**src/logic/cpc_pkg.sv**
```systemverilog
// constants, encodings and request carriers of the capture/compare module
package cpc_pkg;

   localparam int          NUM_UNITS = 2;
   localparam int          CNT_W     = 16;

   // counter and subunit register reset values, counter limit and step, forced capture value
   localparam logic [15:0] CNT_RST   = 16'h0000;
   localparam logic [15:0] CNT_MAX   = 16'hFFFF;
   localparam logic [15:0] CNT_ONE   = 16'h0001;
   localparam logic [15:0] CMP_RST   = 16'h0000;
   localparam logic [15:0] CAP_RST   = 16'h0000;
   localparam logic [15:0] CAP_FORCE = 16'hFFFF;
   localparam logic [7:0]  FLAG_RST  = 8'h00;
   localparam logic [7:0]  MODE_RST  = 8'h00;
   localparam logic [7:0]  RD_RST    = 8'h00;

   // subunit_flag_register bit positions
   localparam int FLG_OFL = 0;
   localparam int FLG_CAP = 1;
   localparam int FLG_CMP = 2;
   localparam int FLG_RCR = 3;
   localparam int FLG_LAC = 4;
   localparam int FLG_OVR = 5;

   // subunit_mode_register field positions
   localparam int MOD_OAM = 0;
   localparam int MOD_IAM = 2;
   localparam int MOD_FOL = 4;
   localparam int MOD_MSK = 5;

   // prescaler reset and step, and masks per clock select code, counts of cycles minus one
   localparam logic [11:0] PRE_RST   = 12'h000;
   localparam logic [11:0] PRE_ONE   = 12'h001;
   localparam logic [11:0] PRE_MASK0 = 12'h000;
   localparam logic [11:0] PRE_MASK1 = 12'h00F;
   localparam logic [11:0] PRE_MASK2 = 12'h0FF;
   localparam logic [11:0] PRE_MASK3 = 12'hFFF;

   typedef enum logic [1:0] {
      OA_NONE   = 2'b00,
      OA_HIGH   = 2'b01,
      OA_LOW    = 2'b10,
      OA_TOGGLE = 2'b11
   } cpc_oam_e;

   typedef enum logic [1:0] {
      IA_NONE = 2'b00,
      IA_RISE = 2'b01,
      IA_FALL = 2'b10,
      IA_BOTH = 2'b11
   } cpc_iam_e;

   typedef enum logic [2:0] {
      RD_CNT_LO = 3'h0,
      RD_CNT_HI = 3'h1,
      RD_CAP_LO = 3'h2,
      RD_CAP_HI = 3'h3,
      RD_FLAG   = 3'h4,
      RD_MODE   = 3'h5
   } cpc_rsel_e;

   typedef enum logic [1:0] {
      WR_CMP_LO = 2'h0,
      WR_CMP_HI = 2'h1,
      WR_FLAG   = 2'h2,
      WR_MODE   = 2'h3
   } cpc_wsel_e;

   typedef struct packed {
      logic      stb;
      logic      unit;
      cpc_rsel_e sel;
   } cpc_rd_req_s;

   typedef struct packed {
      logic       stb;
      logic       unit;
      cpc_wsel_e  sel;
      logic [7:0] data;
   } cpc_wr_req_s;

endpackage

```
**src/logic/cpc_edge_detect.sv**
```systemverilog
// input synchroniser and edge qualifier of one subunit
`timescale 1ns/10ps
`default_nettype none
module cpc_edge_detect (
   // clock and reset
   input  wire logic              core_clk,
   input  wire logic              resetn,
   // pin and mode
   input  wire logic              pinAsync,
   input  wire cpc_pkg::cpc_iam_e edgeMode,
   // qualified event
   output wire logic              edgeEvt
);

   logic syncA_reg;
   logic syncB_reg;
   logic prev_reg;
   logic rise;
   logic fall;

   always_ff @(posedge core_clk) begin
      if (!resetn) begin
         syncA_reg <= 1'b0;
         syncB_reg <= 1'b0;
         prev_reg  <= 1'b0;
      end else begin
         syncA_reg <= pinAsync;
         syncB_reg <= syncA_reg;
         prev_reg  <= syncB_reg;
      end
   end

   assign rise = syncB_reg & ~prev_reg;
   assign fall = ~syncB_reg & prev_reg;

   assign edgeEvt = ((edgeMode == cpc_pkg::IA_RISE) & rise) |
                    ((edgeMode == cpc_pkg::IA_FALL) & fall) |
                    ((edgeMode == cpc_pkg::IA_BOTH) & (rise | fall));

endmodule // cpc_edge_detect
`default_nettype wire

```
**src/logic/cpc_capture_compare_module.sv**
```systemverilog
// shared up counter with two capture/compare subunits
`timescale 1ns/10ps
`default_nettype none
module cpc_capture_compare_module (
   // clock and reset
   input  wire logic                                core_clk,
   input  wire logic                                resetn,
   // control
   input  wire logic                                moduleEnable,
   input  wire logic [1:0]                          clockSelect,
   // byte read port
   input  wire cpc_pkg::cpc_rd_req_s                rdReq,
   output logic      [7:0]                          rdData,
   // byte write port
   input  wire cpc_pkg::cpc_wr_req_s                wrReq,
   // pins
   input  wire logic [cpc_pkg::NUM_UNITS-1:0]       capturePin,
   output wire logic [cpc_pkg::NUM_UNITS-1:0]       comparePin,
   // interrupt sources
   output logic                                     counterOverflowIrq,
   output wire logic [cpc_pkg::NUM_UNITS-1:0]       subunitOrIrq,
   output wire logic [cpc_pkg::NUM_UNITS-1:0]       subunitCompareIrq
);

   localparam int NU = cpc_pkg::NUM_UNITS;

   // shared counter state
   logic [11:0] preCnt_reg;
   logic [11:0] preMask;
   logic        tick;
   logic [15:0] cnt_reg;
   logic        cntUpd_reg;
   logic [7:0]  cntHiLatch_reg;
   logic        ovfEvt;

   // per unit views for the read mux
   logic [15:0] capView   [NU];
   logic [7:0]  capHiView [NU];
   logic [7:0]  flagView  [NU];
   logic [7:0]  modeView  [NU];

   // prescaler mask per clock select
   always_comb begin
      unique case (clockSelect)
         2'b00:   preMask = cpc_pkg::PRE_MASK0;
         2'b01:   preMask = cpc_pkg::PRE_MASK1;
         2'b10:   preMask = cpc_pkg::PRE_MASK2;
         2'b11:   preMask = cpc_pkg::PRE_MASK3;
      endcase
   end

   // a tick needs every masked low bit of the prescaler at one
   assign tick = moduleEnable & ((preCnt_reg & preMask) == preMask);

   always_ff @(posedge core_clk) begin
      if (!resetn || !moduleEnable) begin
         preCnt_reg <= cpc_pkg::PRE_RST;
      end else begin
         preCnt_reg <= preCnt_reg + cpc_pkg::PRE_ONE;
      end
   end

   always_ff @(posedge core_clk) begin
      if (!resetn || !moduleEnable) begin
         cnt_reg <= cpc_pkg::CNT_RST;
      end else if (tick) begin
         cnt_reg <= cnt_reg + cpc_pkg::CNT_ONE;
      end
   end

   // marks the cycle right after the counter took a new value
   always_ff @(posedge core_clk) begin
      if (!resetn) begin
         cntUpd_reg <= 1'b0;
      end else begin
         cntUpd_reg <= tick;
      end
   end

   assign ovfEvt = tick & (cnt_reg == cpc_pkg::CNT_MAX);

   always_ff @(posedge core_clk) begin
      if (!resetn) begin
         counterOverflowIrq <= 1'b0;
      end else begin
         counterOverflowIrq <= ovfEvt;
      end
   end

   // high byte latched on low read
   always_ff @(posedge core_clk) begin
      if (!resetn) begin
         cntHiLatch_reg <= cpc_pkg::RD_RST;
      end else if (rdReq.stb && rdReq.sel == cpc_pkg::RD_CNT_LO) begin
         cntHiLatch_reg <= cnt_reg[15:8];
      end
   end

   // registered read data
   always_ff @(posedge core_clk) begin
      if (!resetn) begin
         rdData <= cpc_pkg::RD_RST;
      end else if (rdReq.stb) begin
         unique case (rdReq.sel)
            cpc_pkg::RD_CNT_LO: rdData <= cnt_reg[7:0];
            cpc_pkg::RD_CNT_HI: rdData <= cntHiLatch_reg;
            cpc_pkg::RD_CAP_LO: rdData <= capView[rdReq.unit][7:0];
            cpc_pkg::RD_CAP_HI: rdData <= capHiView[rdReq.unit];
            cpc_pkg::RD_FLAG:   rdData <= flagView[rdReq.unit];
            cpc_pkg::RD_MODE:   rdData <= modeView[rdReq.unit];
            default:            rdData <= cpc_pkg::RD_RST;
         endcase
      end
   end

   for (genvar u = 0; u < NU; u++) begin : g_unit

      localparam logic UNIT = 1'(u);

      logic [15:0] cmp_reg;
      logic [7:0]  cmpLoTmp_reg;
      logic        cmpLoPend_reg;
      logic [15:0] cap_reg;
      logic [7:0]  capHi_reg;
      logic        capRdPend_reg;
      logic        ofl_reg;
      logic        cmpFlag_reg;
      logic [1:0]  capCnt_reg;
      logic        rcr_reg;
      logic        lac_reg;
      logic        locked_reg;
      logic [7:0]  mode_reg;
      logic        pin_reg;
      logic        cmpIrq_reg;
      logic        orIrq_reg;

      logic        wrHit;
      logic        rdHit;
      logic        edgeEvt;
      logic        capEvt;
      logic        matchEvt;
      logic        capClr;
      logic        oflClr;
      logic        cmpClr;
      logic [2:0]  pend;
      cpc_pkg::cpc_oam_e output_action_select;

      assign wrHit = wrReq.stb & (wrReq.unit == UNIT);
      assign rdHit = rdReq.stb & (rdReq.unit == UNIT);
      assign output_action_select   = cpc_pkg::cpc_oam_e'(mode_reg[cpc_pkg::MOD_OAM +: 2]);

      cpc_edge_detect u_edge (
         .core_clk (core_clk),
         .resetn   (resetn),
         .pinAsync (capturePin[u]),
         .edgeMode (cpc_pkg::cpc_iam_e'(mode_reg[cpc_pkg::MOD_IAM +: 2])),
         .edgeEvt  (edgeEvt)
      );

      // capture only while active and unlocked
      assign capEvt = moduleEnable & edgeEvt & ~locked_reg;

      // match on a fresh counter value, not while suspended
      assign matchEvt = moduleEnable & cntUpd_reg & (cnt_reg == cmp_reg) &
                        ~cmpLoPend_reg & ~capRdPend_reg;

      always_ff @(posedge core_clk) begin
         if (!resetn || !moduleEnable) begin
            cmp_reg       <= cpc_pkg::CMP_RST;
            cmpLoTmp_reg  <= cpc_pkg::RD_RST;
            cmpLoPend_reg <= 1'b0;
         end else if (wrHit && wrReq.sel == cpc_pkg::WR_CMP_LO) begin
            cmpLoTmp_reg  <= wrReq.data;
            cmpLoPend_reg <= 1'b1;
         end else if (wrHit && wrReq.sel == cpc_pkg::WR_CMP_HI) begin
            cmp_reg       <= {wrReq.data, cmpLoTmp_reg};
            cmpLoPend_reg <= 1'b0;
         end
      end

      always_ff @(posedge core_clk) begin
         if (!resetn || !moduleEnable) begin
            cap_reg <= cpc_pkg::CAP_RST;
         end else if (rcr_reg) begin
            cap_reg <= cpc_pkg::CAP_FORCE;
         end else if (capEvt) begin
            cap_reg <= cnt_reg;
         end
      end

      // coherent capture read, compare suspended between the two reads
      always_ff @(posedge core_clk) begin
         if (!resetn || !moduleEnable) begin
            capHi_reg     <= cpc_pkg::RD_RST;
            capRdPend_reg <= 1'b0;
         end else if (rdHit && rdReq.sel == cpc_pkg::RD_CAP_LO) begin
            capHi_reg     <= cap_reg[15:8];
            capRdPend_reg <= 1'b1;
         end else if (rdHit && rdReq.sel == cpc_pkg::RD_CAP_HI) begin
            capRdPend_reg <= 1'b0;
         end
      end

      always_ff @(posedge core_clk) begin
         if (!resetn) begin
            mode_reg <= cpc_pkg::MODE_RST;
         end else if (wrHit && wrReq.sel == cpc_pkg::WR_MODE) begin
            mode_reg <= wrReq.data;
         end
      end

      // lock after capture, released by any mode write; a capture wins
      always_ff @(posedge core_clk) begin
         if (!resetn) begin
            locked_reg <= 1'b0;
         end else if (capEvt && lac_reg) begin
            locked_reg <= 1'b1;
         end else if (wrHit && wrReq.sel == cpc_pkg::WR_MODE) begin
            locked_reg <= 1'b0;
         end
      end

      // control bits of the flag register
      always_ff @(posedge core_clk) begin
         if (!resetn) begin
            rcr_reg <= 1'b0;
            lac_reg <= 1'b0;
         end else if (wrHit && wrReq.sel == cpc_pkg::WR_FLAG) begin
            rcr_reg <= wrReq.data[cpc_pkg::FLG_RCR];
            lac_reg <= wrReq.data[cpc_pkg::FLG_LAC];
         end
      end

      // write one clears; a set in the same cycle wins
      assign oflClr = wrHit & (wrReq.sel == cpc_pkg::WR_FLAG) & wrReq.data[cpc_pkg::FLG_OFL];
      assign cmpClr = wrHit & (wrReq.sel == cpc_pkg::WR_FLAG) & wrReq.data[cpc_pkg::FLG_CMP];

      always_ff @(posedge core_clk) begin
         if (!resetn) begin
            ofl_reg     <= 1'b0;
            cmpFlag_reg <= 1'b0;
         end else begin
            if (ovfEvt) begin
               ofl_reg <= 1'b1;
            end else if (oflClr) begin
               ofl_reg <= 1'b0;
            end
            if (matchEvt) begin
               cmpFlag_reg <= 1'b1;
            end else if (cmpClr) begin
               cmpFlag_reg <= 1'b0;
            end
         end
      end

      // capture flag counts up to an overrun state, each clear steps down
      assign capClr = wrHit & (wrReq.sel == cpc_pkg::WR_FLAG) & wrReq.data[cpc_pkg::FLG_CAP];

      always_ff @(posedge core_clk) begin
         if (!resetn) begin
            capCnt_reg <= 2'h0;
         end else if (capEvt) begin
            capCnt_reg <= (capCnt_reg == 2'h0 || capClr) ? 2'h1 : 2'h2;
         end else if (capClr && capCnt_reg != 2'h0) begin
            capCnt_reg <= capCnt_reg - 2'h1;
         end
      end

      // force is static: it overrides matches, and with toggle it bursts every clock
      // output action with static force
      always_ff @(posedge core_clk) begin
         if (!resetn || !moduleEnable) begin
            pin_reg <= 1'b0;
         end else if (mode_reg[cpc_pkg::MOD_FOL] || matchEvt) begin
            unique case (output_action_select)
               cpc_pkg::OA_NONE:   pin_reg <= pin_reg;
               cpc_pkg::OA_HIGH:   pin_reg <= 1'b1;
               cpc_pkg::OA_LOW:    pin_reg <= 1'b0;
               cpc_pkg::OA_TOGGLE: pin_reg <= ~pin_reg;
            endcase
         end
      end

      assign pend = {cmpFlag_reg, (capCnt_reg != 2'h0), ofl_reg};

      // masked or source and direct compare source
      always_ff @(posedge core_clk) begin
         if (!resetn) begin
            cmpIrq_reg <= 1'b0;
            orIrq_reg  <= 1'b0;
         end else begin
            cmpIrq_reg <= matchEvt;
            orIrq_reg  <= |(pend & mode_reg[cpc_pkg::MOD_MSK +: 3]);
         end
      end

      assign comparePin[u]        = pin_reg;
      assign subunitCompareIrq[u] = cmpIrq_reg;
      assign subunitOrIrq[u]      = orIrq_reg;

      assign capView[u]   = cap_reg;
      assign capHiView[u] = capHi_reg;
      assign modeView[u]  = mode_reg;
      assign flagView[u]  = {2'b00, (capCnt_reg == 2'h2), lac_reg, rcr_reg,
                             cmpFlag_reg, (capCnt_reg != 2'h0), ofl_reg};

   end

endmodule // cpc_capture_compare_module
`default_nettype wire

```
**config.mk**
```make
export PLATFORM = sky130hd
export DESIGN_NAME = cpc_capture_compare_module
export DESIGN_NICKNAME = d
export VERILOG_FILES = /design/src/logic/cpc_pkg.sv /design/src/logic/cpc_edge_detect.sv /design/src/logic/cpc_capture_compare_module.sv
export SDC_FILE = /design/constraint.sdc
export NUM_CORES = 1
export LEC_CHECK = 0
export ABC_CLOCK_PERIOD_IN_PS = 2400
export BUFFER_PORTS_ARGS = -buffer_cell sky130_fd_sc_hd__buf_2
export CAP_MARGIN = 20
export CORE_UTILIZATION = 50
export CTS_CLUSTER_DIAMETER = 50
export CTS_CLUSTER_SIZE = 40
export DETAILED_ROUTE_END_ITERATION = 10
export GPL_ROUTABILITY_DRIVEN = 0
export PLACE_DENSITY_LB_ADDON = 0.25
export SETUP_SLACK_MARGIN = 0.4
export SYNTH_ARGS = -nofsm -noshare
export SYNTH_HDL_FRONTEND = slang
export SYNTH_SLANG_ARGS = --single-unit
```
**constraint.sdc**
```tcl
create_clock -name core_clk -period 2.4 [get_ports core_clk]
set_input_delay 0.72 -clock core_clk [delete_from_list [all_inputs] [get_ports core_clk]]
set_output_delay 0.72 -clock core_clk [all_outputs]
set_load 0.01 [all_outputs]
```
==> results of run 1 <==
metrics by stage:
stage | cells | utilization [%]
finish | 1221 | 58.2
floorplan | 973 | -
global placement | 1189 | 54.6
detailed placement | 1189 | 54.6
global route | 1221 | 58.2
CTS | 1221 | 58.0
worst paths after layout:
path,start,end,slack [ns],cells after the start
hold / removal,g_unit[0].u_edge.syncA_reg$_SDFF_PN0_,g_unit[0].u_edge.syncB_reg$_SDFF_PN0_,0.43,1
setup / recovery,preCnt_reg[0]$_SDFF_PP0_,cnt_reg[12]$_SDFFE_PP0P_,0.52,5
hold reg to reg,g_unit[0].u_edge.syncA_reg$_SDFF_PN0_,g_unit[0].u_edge.syncB_reg$_SDFF_PN0_,0.43,1
setup reg to reg,preCnt_reg[0]$_SDFF_PP0_,cnt_reg[12]$_SDFFE_PP0P_,0.52,5
power groups by stage:
stage	logic (uW)	registers, uW	clock network, uW
6_report	335	3180	2680
5_1_grt	364	3180	2850
4_1_cts	331	3180	2710
3_5_place_dp	329	3250	0
3_3_place_gp	327	3250	0
2_1_floorplan	209	3240	0
critical path, stage by stage, from the launching register on:
cell,delay (ns)
dfxtp_1,0.43
nand4_4,0.18
o21ai_4,0.25
o2111ai_2,0.35
or3_1,0.46
a21oi_1,0.14
per-layer routing:
layer,GRT usage (%),wire [um]
met1,34.6,9830
met2,42.8,10500
met3,5.13,1250
met4,7.97,362
met5,0,0
cell families (layout without fill, tap and decap cells):
| group | count (synthesis) | count (layout) | synth area share (%) |
|---|---|---|---|
| compound gates | 234 | 234 | 15.9 |
| xor+xnor | 41 | 41 | 4.30 |
| fa+ha+maj | 8 | 8 | 1.20 |
| buf+inv | 102 | 134 | 5.55 |
| flops | 188 | 188 | 45.1 |
| mux | 66 | 66 | 9.33 |
| simple gates | 334 | 334 | 18.6 |
cells in the final DEF (no fill, tap or decap), drive strengths merged, types with 6 or more instances in the layout:
cell type  Yosys  routed
and2           9       9
inv           19      23
nor4           9       9
nor2b          7       7
clkbuf        41      19
a21oi        157     157
o21ai         37      37
a221oi         6       6
or3           16      16
nand3         15      15
nand2        182     182
xor2          28      28
nor2          52      52
nand4          9       9
mux4           9       9
xnor2         13      13
ha             8       8
buf           39      80
a211oi         6       6
nor3           6       6
mux2i         53      53
dfxtp        188     188
and3           6       6
clkinv         3       8
area by class of cell:
cell class,instances,area [um2]
clock buffer,19,453
tap,216,270
inverter,22,82.6
multi-input combinational,683,4150
sequential,188,3770
clock inverter,13,108
timing repair buffer,80,547
fill,1499,6740
what timing repair did:
action / CTS / global route
setup endpoints to repair: 2 / 9
gates resized for setup: 1 / 7
hold buffers: 0 / 0
==> flow_metrics.env, run 1 <==
export IMPL_fin_crit_ns=1.88
export IMPL_fmax_mhz=533
export IMPL_clock_power_share_pct=43.3
export IMPL_stdcell_area_mm2=0.00938
export IMPL_cp_required_ns=2.76
export IMPL_synthFlopType="dfxtp_1"
export IMPL_synth_ff_latch_count=188
export IMPL_leakage_uw=0.00334
export IMPL_grt_usage_pct=26.1
export IMPL_end_kind="flip-flop"
export IMPL_netlist_area_mm2=0.00834
export IMPL_numCtsBuffers=17
export IMPL_ys_top_cells_by_area="dfxtp_1 (45%), a21oi_1 (9.4%), nand2_1 (8.2%), mux2i_1 (6.4%), xor2_1 (2.9%)"
export IMPL_holdCritPathClass="reg -> reg"
export IMPL_place_area_mm2=0.00879
export IMPL_root_buffer="clkbuf_16"
export IMPL_antenna_found_initial=0
export IMPL_firstDrtPassIters=5
export IMPL_yosys_top_cells_count="dfxtp_1 (188), nand2_1 (182), a21oi_1 (156)"
export IMPL_grt_max_degree=56
export IMPL_pwr_share_seq_pct=51.3
export IMPL_diodes=0
export IMPL_intPower_uw=4670
export IMPL_drc=0
export IMPL_cp_max_fo=12
export IMPL_startpoint_type="flip-flop"
export IMPL_cts_sinks=188
export IMPL_wl_per_cell_um=18.0
export IMPL_setup_tns_ns=0
export IMPL_rsz0062_at_grt="false"
export IMPL_start_util_pct=51.8
export IMPL_drtIter0Drc=571
export IMPL_status="finished clean"
export IMPL_yosysTopAreaCellShare_pct=45.1
export IMPL_clk_pin_slew_worst_paths_ns=0.07
export IMPL_grt_pass1_vias=6364
export IMPL_area_delta_synth_final_pct=12.4
export IMPL_setup_viol=0
export IMPL_async_flop_share_pct=0
export IMPL_dieWidth_um=131
export IMPL_design_core_area_mm2=0.0161
export IMPL_routed_via_density=5.67
export IMPL_dpl_worst_slack_ns=0.176
export IMPL_drive_gt1_share_pct=14.8
export IMPL_io_pins=39
export IMPL_ant_nets=0
export IMPL_drt_wl_total_mm=22.0
export IMPL_worst_slack_ns=0.523
export IMPL_row_count=46
export IMPL_avgSynthCellArea_um2=8.58
export IMPL_cts_setup_buffers=0
export IMPL_ys_seq_area_share_pct=45.1
export IMPL_dieArea_mm2=0.0172
export IMPL_grt_pass1_wl_mm=34.6
export IMPL_maxCapViolations=0
export IMPL_power_total_uw=6200
export IMPL_final_hold_worst_slack_ns=0.431
export IMPL_p_sw_uw=1530
export IMPL_dpl_hpwl_mm=15.4
export IMPL_arrival_ns=2.23
export IMPL_ys_types=66
export IMPL_vias=6929
export IMPL_ir_worst_vdd_mv=0.531
export IMPL_cts_tree="built"
export IMPL_comb_power_share_pct=5.4
export IMPL_finalCritPeriodShare_pct=78.2
export IMPL_die_height_um=131
export IMPL_cts_htree_levels=4
export IMPL_clock_path_buffers=2
export IMPL_synth_cells=973
export IMPL_finClkSkew_ns=0.0133
export IMPL_final_nets=1024
export IMPL_worstMarginPinSlew_ns=0.689
export IMPL_criticalPathCategory="reg -> reg"
export IMPL_p_per_area_mw_per_mm2=661
export IMPL_yosysTopAreaCell="dfxtp_1"
export IMPL_switching_share_pct=24.7
export IMPL_slew_viol_final=0
export IMPL_synth_nets=1005
export IMPL_yosys_warnings=0
export IMPL_synth_most_common_cell="dfxtp_1"
export IMPL_hold_viol=0
export IMPL_max_slew_margin_pct=53.8
export IMPL_portBuffers=38
export IMPL_clk_latency_ns=0.43
export IMPL_grt_overflow=0
export IMPL_synth_edf_count=0
Note: power is estimated with default switching activity, not from simulation.
==> run 2: changes to the inputs <==
Settings changed: ABC_CLOCK_PERIOD_IN_PS 2400 to 1820.
Clock period 2.4 ns to 1.82 ns, I/O delays scaled along.
==> flow_metrics.env, run 2 (synthesis results as in run 1) <==
export IMPL_start_util_pct=51.8
export IMPL_cpPeakStageDelay_ns=0.35
export IMPL_worst_slack_ns=0.0282
export IMPL_startpoint_type="flip-flop"
export IMPL_clk_latency_ns=0.44
export IMPL_clock_path_buffers=2
export IMPL_wl_per_cell_um=19.2
export IMPL_drtIter0Drc=636
export IMPL_fin_crit_ns=1.79
export IMPL_area_delta_synth_final_pct=29.4
export IMPL_crit_slowest_cell="a21oi_4"
export IMPL_slew_viol_final=0
export IMPL_maxCapViolations=0
export IMPL_finClkSkew_ns=0.00934
export IMPL_grt_usage_pct=28.3
export IMPL_cp_max_fo=7
export IMPL_final_common_cell="nand2_1"
export IMPL_arrival_ns=2.13
export IMPL_holdCritPathClass="in -> reg"
export IMPL_worstMarginPinSlew_ns=0.423
export IMPL_criticalPathCategory="reg -> reg"
export IMPL_final_nets=1092
export IMPL_numCtsBuffers=17
export IMPL_dieArea_mm2=0.0172
export IMPL_ir_worst_vdd_mv=0.827
export IMPL_antenna_found_initial=0
export IMPL_fmax_mhz=558
export IMPL_status="finished clean"
export IMPL_drive_gt1_share_pct=31.4
export IMPL_cts_sinks=188
export IMPL_cts_tree="built"
export IMPL_drt_wl_total_mm=24.7
export IMPL_routed_via_density=5.72
export IMPL_portBuffers=38
export IMPL_rsz0062_at_grt="true"
export IMPL_leakage_uw=0.00389
export IMPL_root_buffer="clkbuf_16"
export IMPL_hold_viol=0
export IMPL_finalCritPeriodShare_pct=98.5
export IMPL_dpl_worst_slack_ns=-0.137
export IMPL_cts_htree_levels=4
export IMPL_power_total_uw=8880
export IMPL_setup_viol=0
export IMPL_io_pins=39
export IMPL_dpl_cell_count=1218
export IMPL_fillers=1310
export IMPL_ant_nets=0
export IMPL_die_height_um=131
export IMPL_grt_pass1_wl_mm=37.5
export IMPL_final_hold_worst_slack_ns=0.310
export IMPL_regArea_mm2=0.00386
export IMPL_dpl_hpwl_mm=15.9
export IMPL_p_per_area_mw_per_mm2=822
export IMPL_design_core_area_mm2=0.0161
export IMPL_cts_hold_buffers=0
export IMPL_multi_input_area_mm2=0.00464
export IMPL_max_slew_margin_pct=71.7
export IMPL_clk_pin_slew_worst_paths_ns=0.07
export IMPL_firstDrtPassIters=6
export IMPL_instances_no_fill=1288
export IMPL_drc=0
export IMPL_grt_pass1_vias=6827
export IMPL_layout_common_cells="nand2_1 (175), a21oi_1 (147), dfxtp_1 (137), buf_4 (81), mux2i_1 (52)"
export IMPL_row_count=46
export IMPL_crit_chain="inv_2, ha_4, nand2_2, o211ai_1, a21oi_4, mux2_4, a31o_4"
export IMPL_grt_overflow=0
export IMPL_end_kind="flip-flop"
export IMPL_vias=7361
export IMPL_cp_required_ns=2.16
export IMPL_diodes=0
export IMPL_dieWidth_um=131
export IMPL_setup_tns_ns=0
export IMPL_grt_max_degree=44
## run 2: what timing repair did
item	in CTS	in global routing
buffers inserted	23	12
gates cloned	3	1
setup endpoints to repair	88	90
gates resized for setup	94	93
pin swaps	33	32
## run 2: per-layer routing
metal  wire length, um  part of all wire (%)  GRT usage (%)  vias to the layer above
met5                 0                     0              0                        -
met4               752                   3.0           11.0                        0
met3              1680                   6.8           5.40                       56
met2             11800                    48           45.7                      255
met1             10500                    42           37.3                     3524
li1                  -                     -              -                     3526
## run 2: path summary, 6_finish.rpt
kind / from / to / depth (start not counted) / slack (ns)
worst max-delay path: g_unit[0].u_edge.prev_reg$_SDFF_PN0_ / g_unit[0].capCnt_reg[1]$_SDFFE_PN0P_ / 7 / 0.03
worst min-delay path: capturePin[1] / g_unit[1].u_edge.syncA_reg$_SDFF_PN0_ / 2 / 0.31
worst max register to register: g_unit[0].u_edge.prev_reg$_SDFF_PN0_ / g_unit[0].capCnt_reg[1]$_SDFFE_PN0P_ / 7 / 0.03
worst min register to register: g_unit[1].u_edge.syncA_reg$_SDFF_PN0_ / g_unit[1].u_edge.syncB_reg$_SDFF_PN0_ / 1 / 0.43
## run 2: layout make-up
| cell class | instances | share of cell area (%) |
|---|---|---|
| inverter | 22 | 0.834 |
| multi-input combinational | 683 | 43.0 |
| clock buffer | 19 | 4.10 |
| tap | 216 | 2.50 |
| sequential | 188 | 35.7 |
| timing repair buffer | 148 | 11.9 |
| clock inverter | 12 | 1.95 |
## run 2: worst max-delay path: cells and delay by family, from the launching register on
kind | cells | cell delay [ns]
AO/OA/AOI/OAI | 3 | 0.71
flip-flops | 1 | 0.34
multiplexers | 1 | 0.34
adder cells (fa/ha/maj) | 1 | 0.20
AND/OR/NAND/NOR | 1 | 0.05
buffers and inverters | 1 | 0.04
## run 2: where the power goes
| group | internal (uW) | leakage (uW) | switching [uW] | total (uW) |
|---|---|---|---|---|
| combinational | 209 | 0.00203 | 342 | 552 |
| clock | 2490 | 0.000315 | 1660 | 4140 |
| sequential | 4140 | 0.00155 | 37.8 | 4180 |
## run 2: stage by stage
step           utilization (%)  instance area (um2)
6_report                  67.0                10800
5_1_grt                   67.0                10800
4_1_cts                   64.3                10400
3_5_place_dp              56.9                 9170
3_3_place_gp              56.9                 9170
2_1_floorplan                -                 8710
==> run 3: changes to the inputs <==
Settings changed: SETUP_SLACK_MARGIN 0.4 to 0.3, SKIP_LAST_GASP set to 1.
==> flow_metrics.env, run 3 (synthesis results as in run 1) <==
export IMPL_ant_nets=0
export IMPL_dieArea_mm2=0.0172
export IMPL_diodes=0
export IMPL_dieWidth_um=131
export IMPL_design_core_area_mm2=0.0161
export IMPL_regArea_mm2=0.00382
export IMPL_dpl_cell_count=1223
export IMPL_ir_worst_vdd_mv=0.840
export IMPL_cp_max_fo=2
export IMPL_clk_latency_ns=0.44
export IMPL_root_buffer="clkbuf_16"
export IMPL_start_util_pct=51.8
export IMPL_final_hold_worst_slack_ns=0.311
export IMPL_die_height_um=131
export IMPL_worstMarginPinSlew_ns=0.462
export IMPL_rsz0062_at_grt="true"
export IMPL_multi_input_area_mm2=0.00456
export IMPL_wl_per_cell_um=18.4
export IMPL_leakage_uw=0.00376
export IMPL_end_kind="flip-flop"
export IMPL_cp_required_ns=2.17
export IMPL_routed_via_density=5.66
export IMPL_holdCritPathClass="in -> reg"
export IMPL_clock_path_buffers=2
export IMPL_criticalPathCategory="reg -> reg"
export IMPL_finClkSkew_ns=0.00830
export IMPL_final_common_cell="nand2_1"
export IMPL_row_count=46
export IMPL_final_nets=1086
export IMPL_arrival_ns=2.08
export IMPL_grt_usage_pct=27.4
export IMPL_fin_crit_ns=1.73
export IMPL_cts_htree_levels=4
export IMPL_area_delta_synth_final_pct=25.6
export IMPL_max_slew_margin_pct=69.1
export IMPL_maxCapViolations=0
export IMPL_status="finished clean"
export IMPL_grt_pass1_wl_mm=36.4
export IMPL_setup_viol=0
export IMPL_power_total_uw=8220
export IMPL_grt_overflow=0
export IMPL_clk_pin_slew_worst_paths_ns=0.07
export IMPL_io_pins=39
export IMPL_portBuffers=38
export IMPL_grt_pass1_vias=6665
export IMPL_startpoint_type="flip-flop"
export IMPL_firstDrtPassIters=7
export IMPL_instances_no_fill=1282
export IMPL_cts_sinks=188
export IMPL_antenna_found_initial=0
export IMPL_grt_max_degree=56
export IMPL_p_per_area_mw_per_mm2=785
export IMPL_numCtsBuffers=17
export IMPL_drc=0
export IMPL_slew_viol_final=0
export IMPL_dpl_hpwl_mm=15.5
export IMPL_cts_tree="built"
export IMPL_vias=7250
export IMPL_drtIter0Drc=695
export IMPL_fmax_mhz=579
export IMPL_drt_wl_total_mm=23.6
export IMPL_hold_viol=0
export IMPL_drive_gt1_share_pct=27.2
export IMPL_layout_common_cells="nand2_1 (177), dfxtp_1 (157), a21oi_1 (150), buf_4 (77), mux2i_1 (53)"
export IMPL_finalCritPeriodShare_pct=94.9
export IMPL_fillers=1347
==> run 3: cell types whose count changed in the layout (fill, tap and decap cells not counted), moves of 5 or more <==
| cell | delta |
|---|---|
| dfxtp_1 | +20 |
| buf_6 | -17 |
| dfxtp_2 | -16 |
| buf_2 | +11 |
| o21ai_0 | +10 |
| o21ai_1 | -7 |
| xor2_1 | +5 |
| xor2_2 | -5 |
==> run 3: final cells by class <==
type                       count  share of cell area [%]
multi-input combinational    684                    43.5
tap                          216                    2.58
clock inverter                13                    1.16
inverter                      22                   0.800
timing repair buffer         141                    11.3
sequential                   188                    36.5
clock buffer                  18                    4.10
==> run 3: worst max-delay path, cell delays in order, from the launching register on <==
cell and delay, ns:
dfxtp_2 0.33, inv_2 0.04, ha_4 0.21, nor2b_4 0.10, o21ai_2 0.08, a21oi_4 0.18
buf_6 0.14, mux2_4 0.30, a221oi_2 0.25
==> run 3: metrics by stage <==
step	utilization (%)	setup TNS, ns	area (um2)	worst slack [ns]
CTS	63.6	0	10300	0.103
finish	65.0	0	10500	0.0919
global route	65.0	0	10500	0.0138
detailed placement	57.0	-1.68	9190	-0.112
floorplan	-	0	8650	0.149
global placement	57.0	-1.15	9190	-0.0727
==> run 3: where the power goes <==
group          internal (uW)  switching (uW)  total [uW]
clock network           1880            1630        3510
registers               4140            34.9        4180
logic                    196             330         526
total                   6220            2000        8220
==> run 3: what timing repair did <==
action,in CTS,in global routing
hold buffers,0,0
pin swaps,44,41
setup buffers,20,4
gates cloned,4,0
gates resized for setup,68,44
endpoints found under the setup margin,62,70
endpoints found under the hold margin,0,0
==> run 3: worst paths after layout <==
check        slack, ns                               endpoint                                   start  depth (start not counted)
max reg2reg       0.09   g_unit[1].capCnt_reg[0]$_SDFFE_PN0P_    g_unit[1].u_edge.prev_reg$_SDFF_PN0_                          8
max               0.09   g_unit[1].capCnt_reg[0]$_SDFFE_PN0P_    g_unit[1].u_edge.prev_reg$_SDFF_PN0_                          8
min               0.31  g_unit[0].u_edge.syncA_reg$_SDFF_PN0_                           capturePin[0]                          2
min reg2reg       0.45      g_unit[1].cmp_reg[4]$_SDFFE_PP0P_  g_unit[1].cmpLoTmp_reg[4]$_SDFFE_PP0P_                          2
==> run 3: layer usage <==
layer	up-vias	part of all wire (%)	global-route usage [%]
met1	3423	45	38.1
li1	3513	-	-
met3	47	7.0	5.40
met4	0	2.2	8.50
met2	267	46	42.6
met5	-	0	0
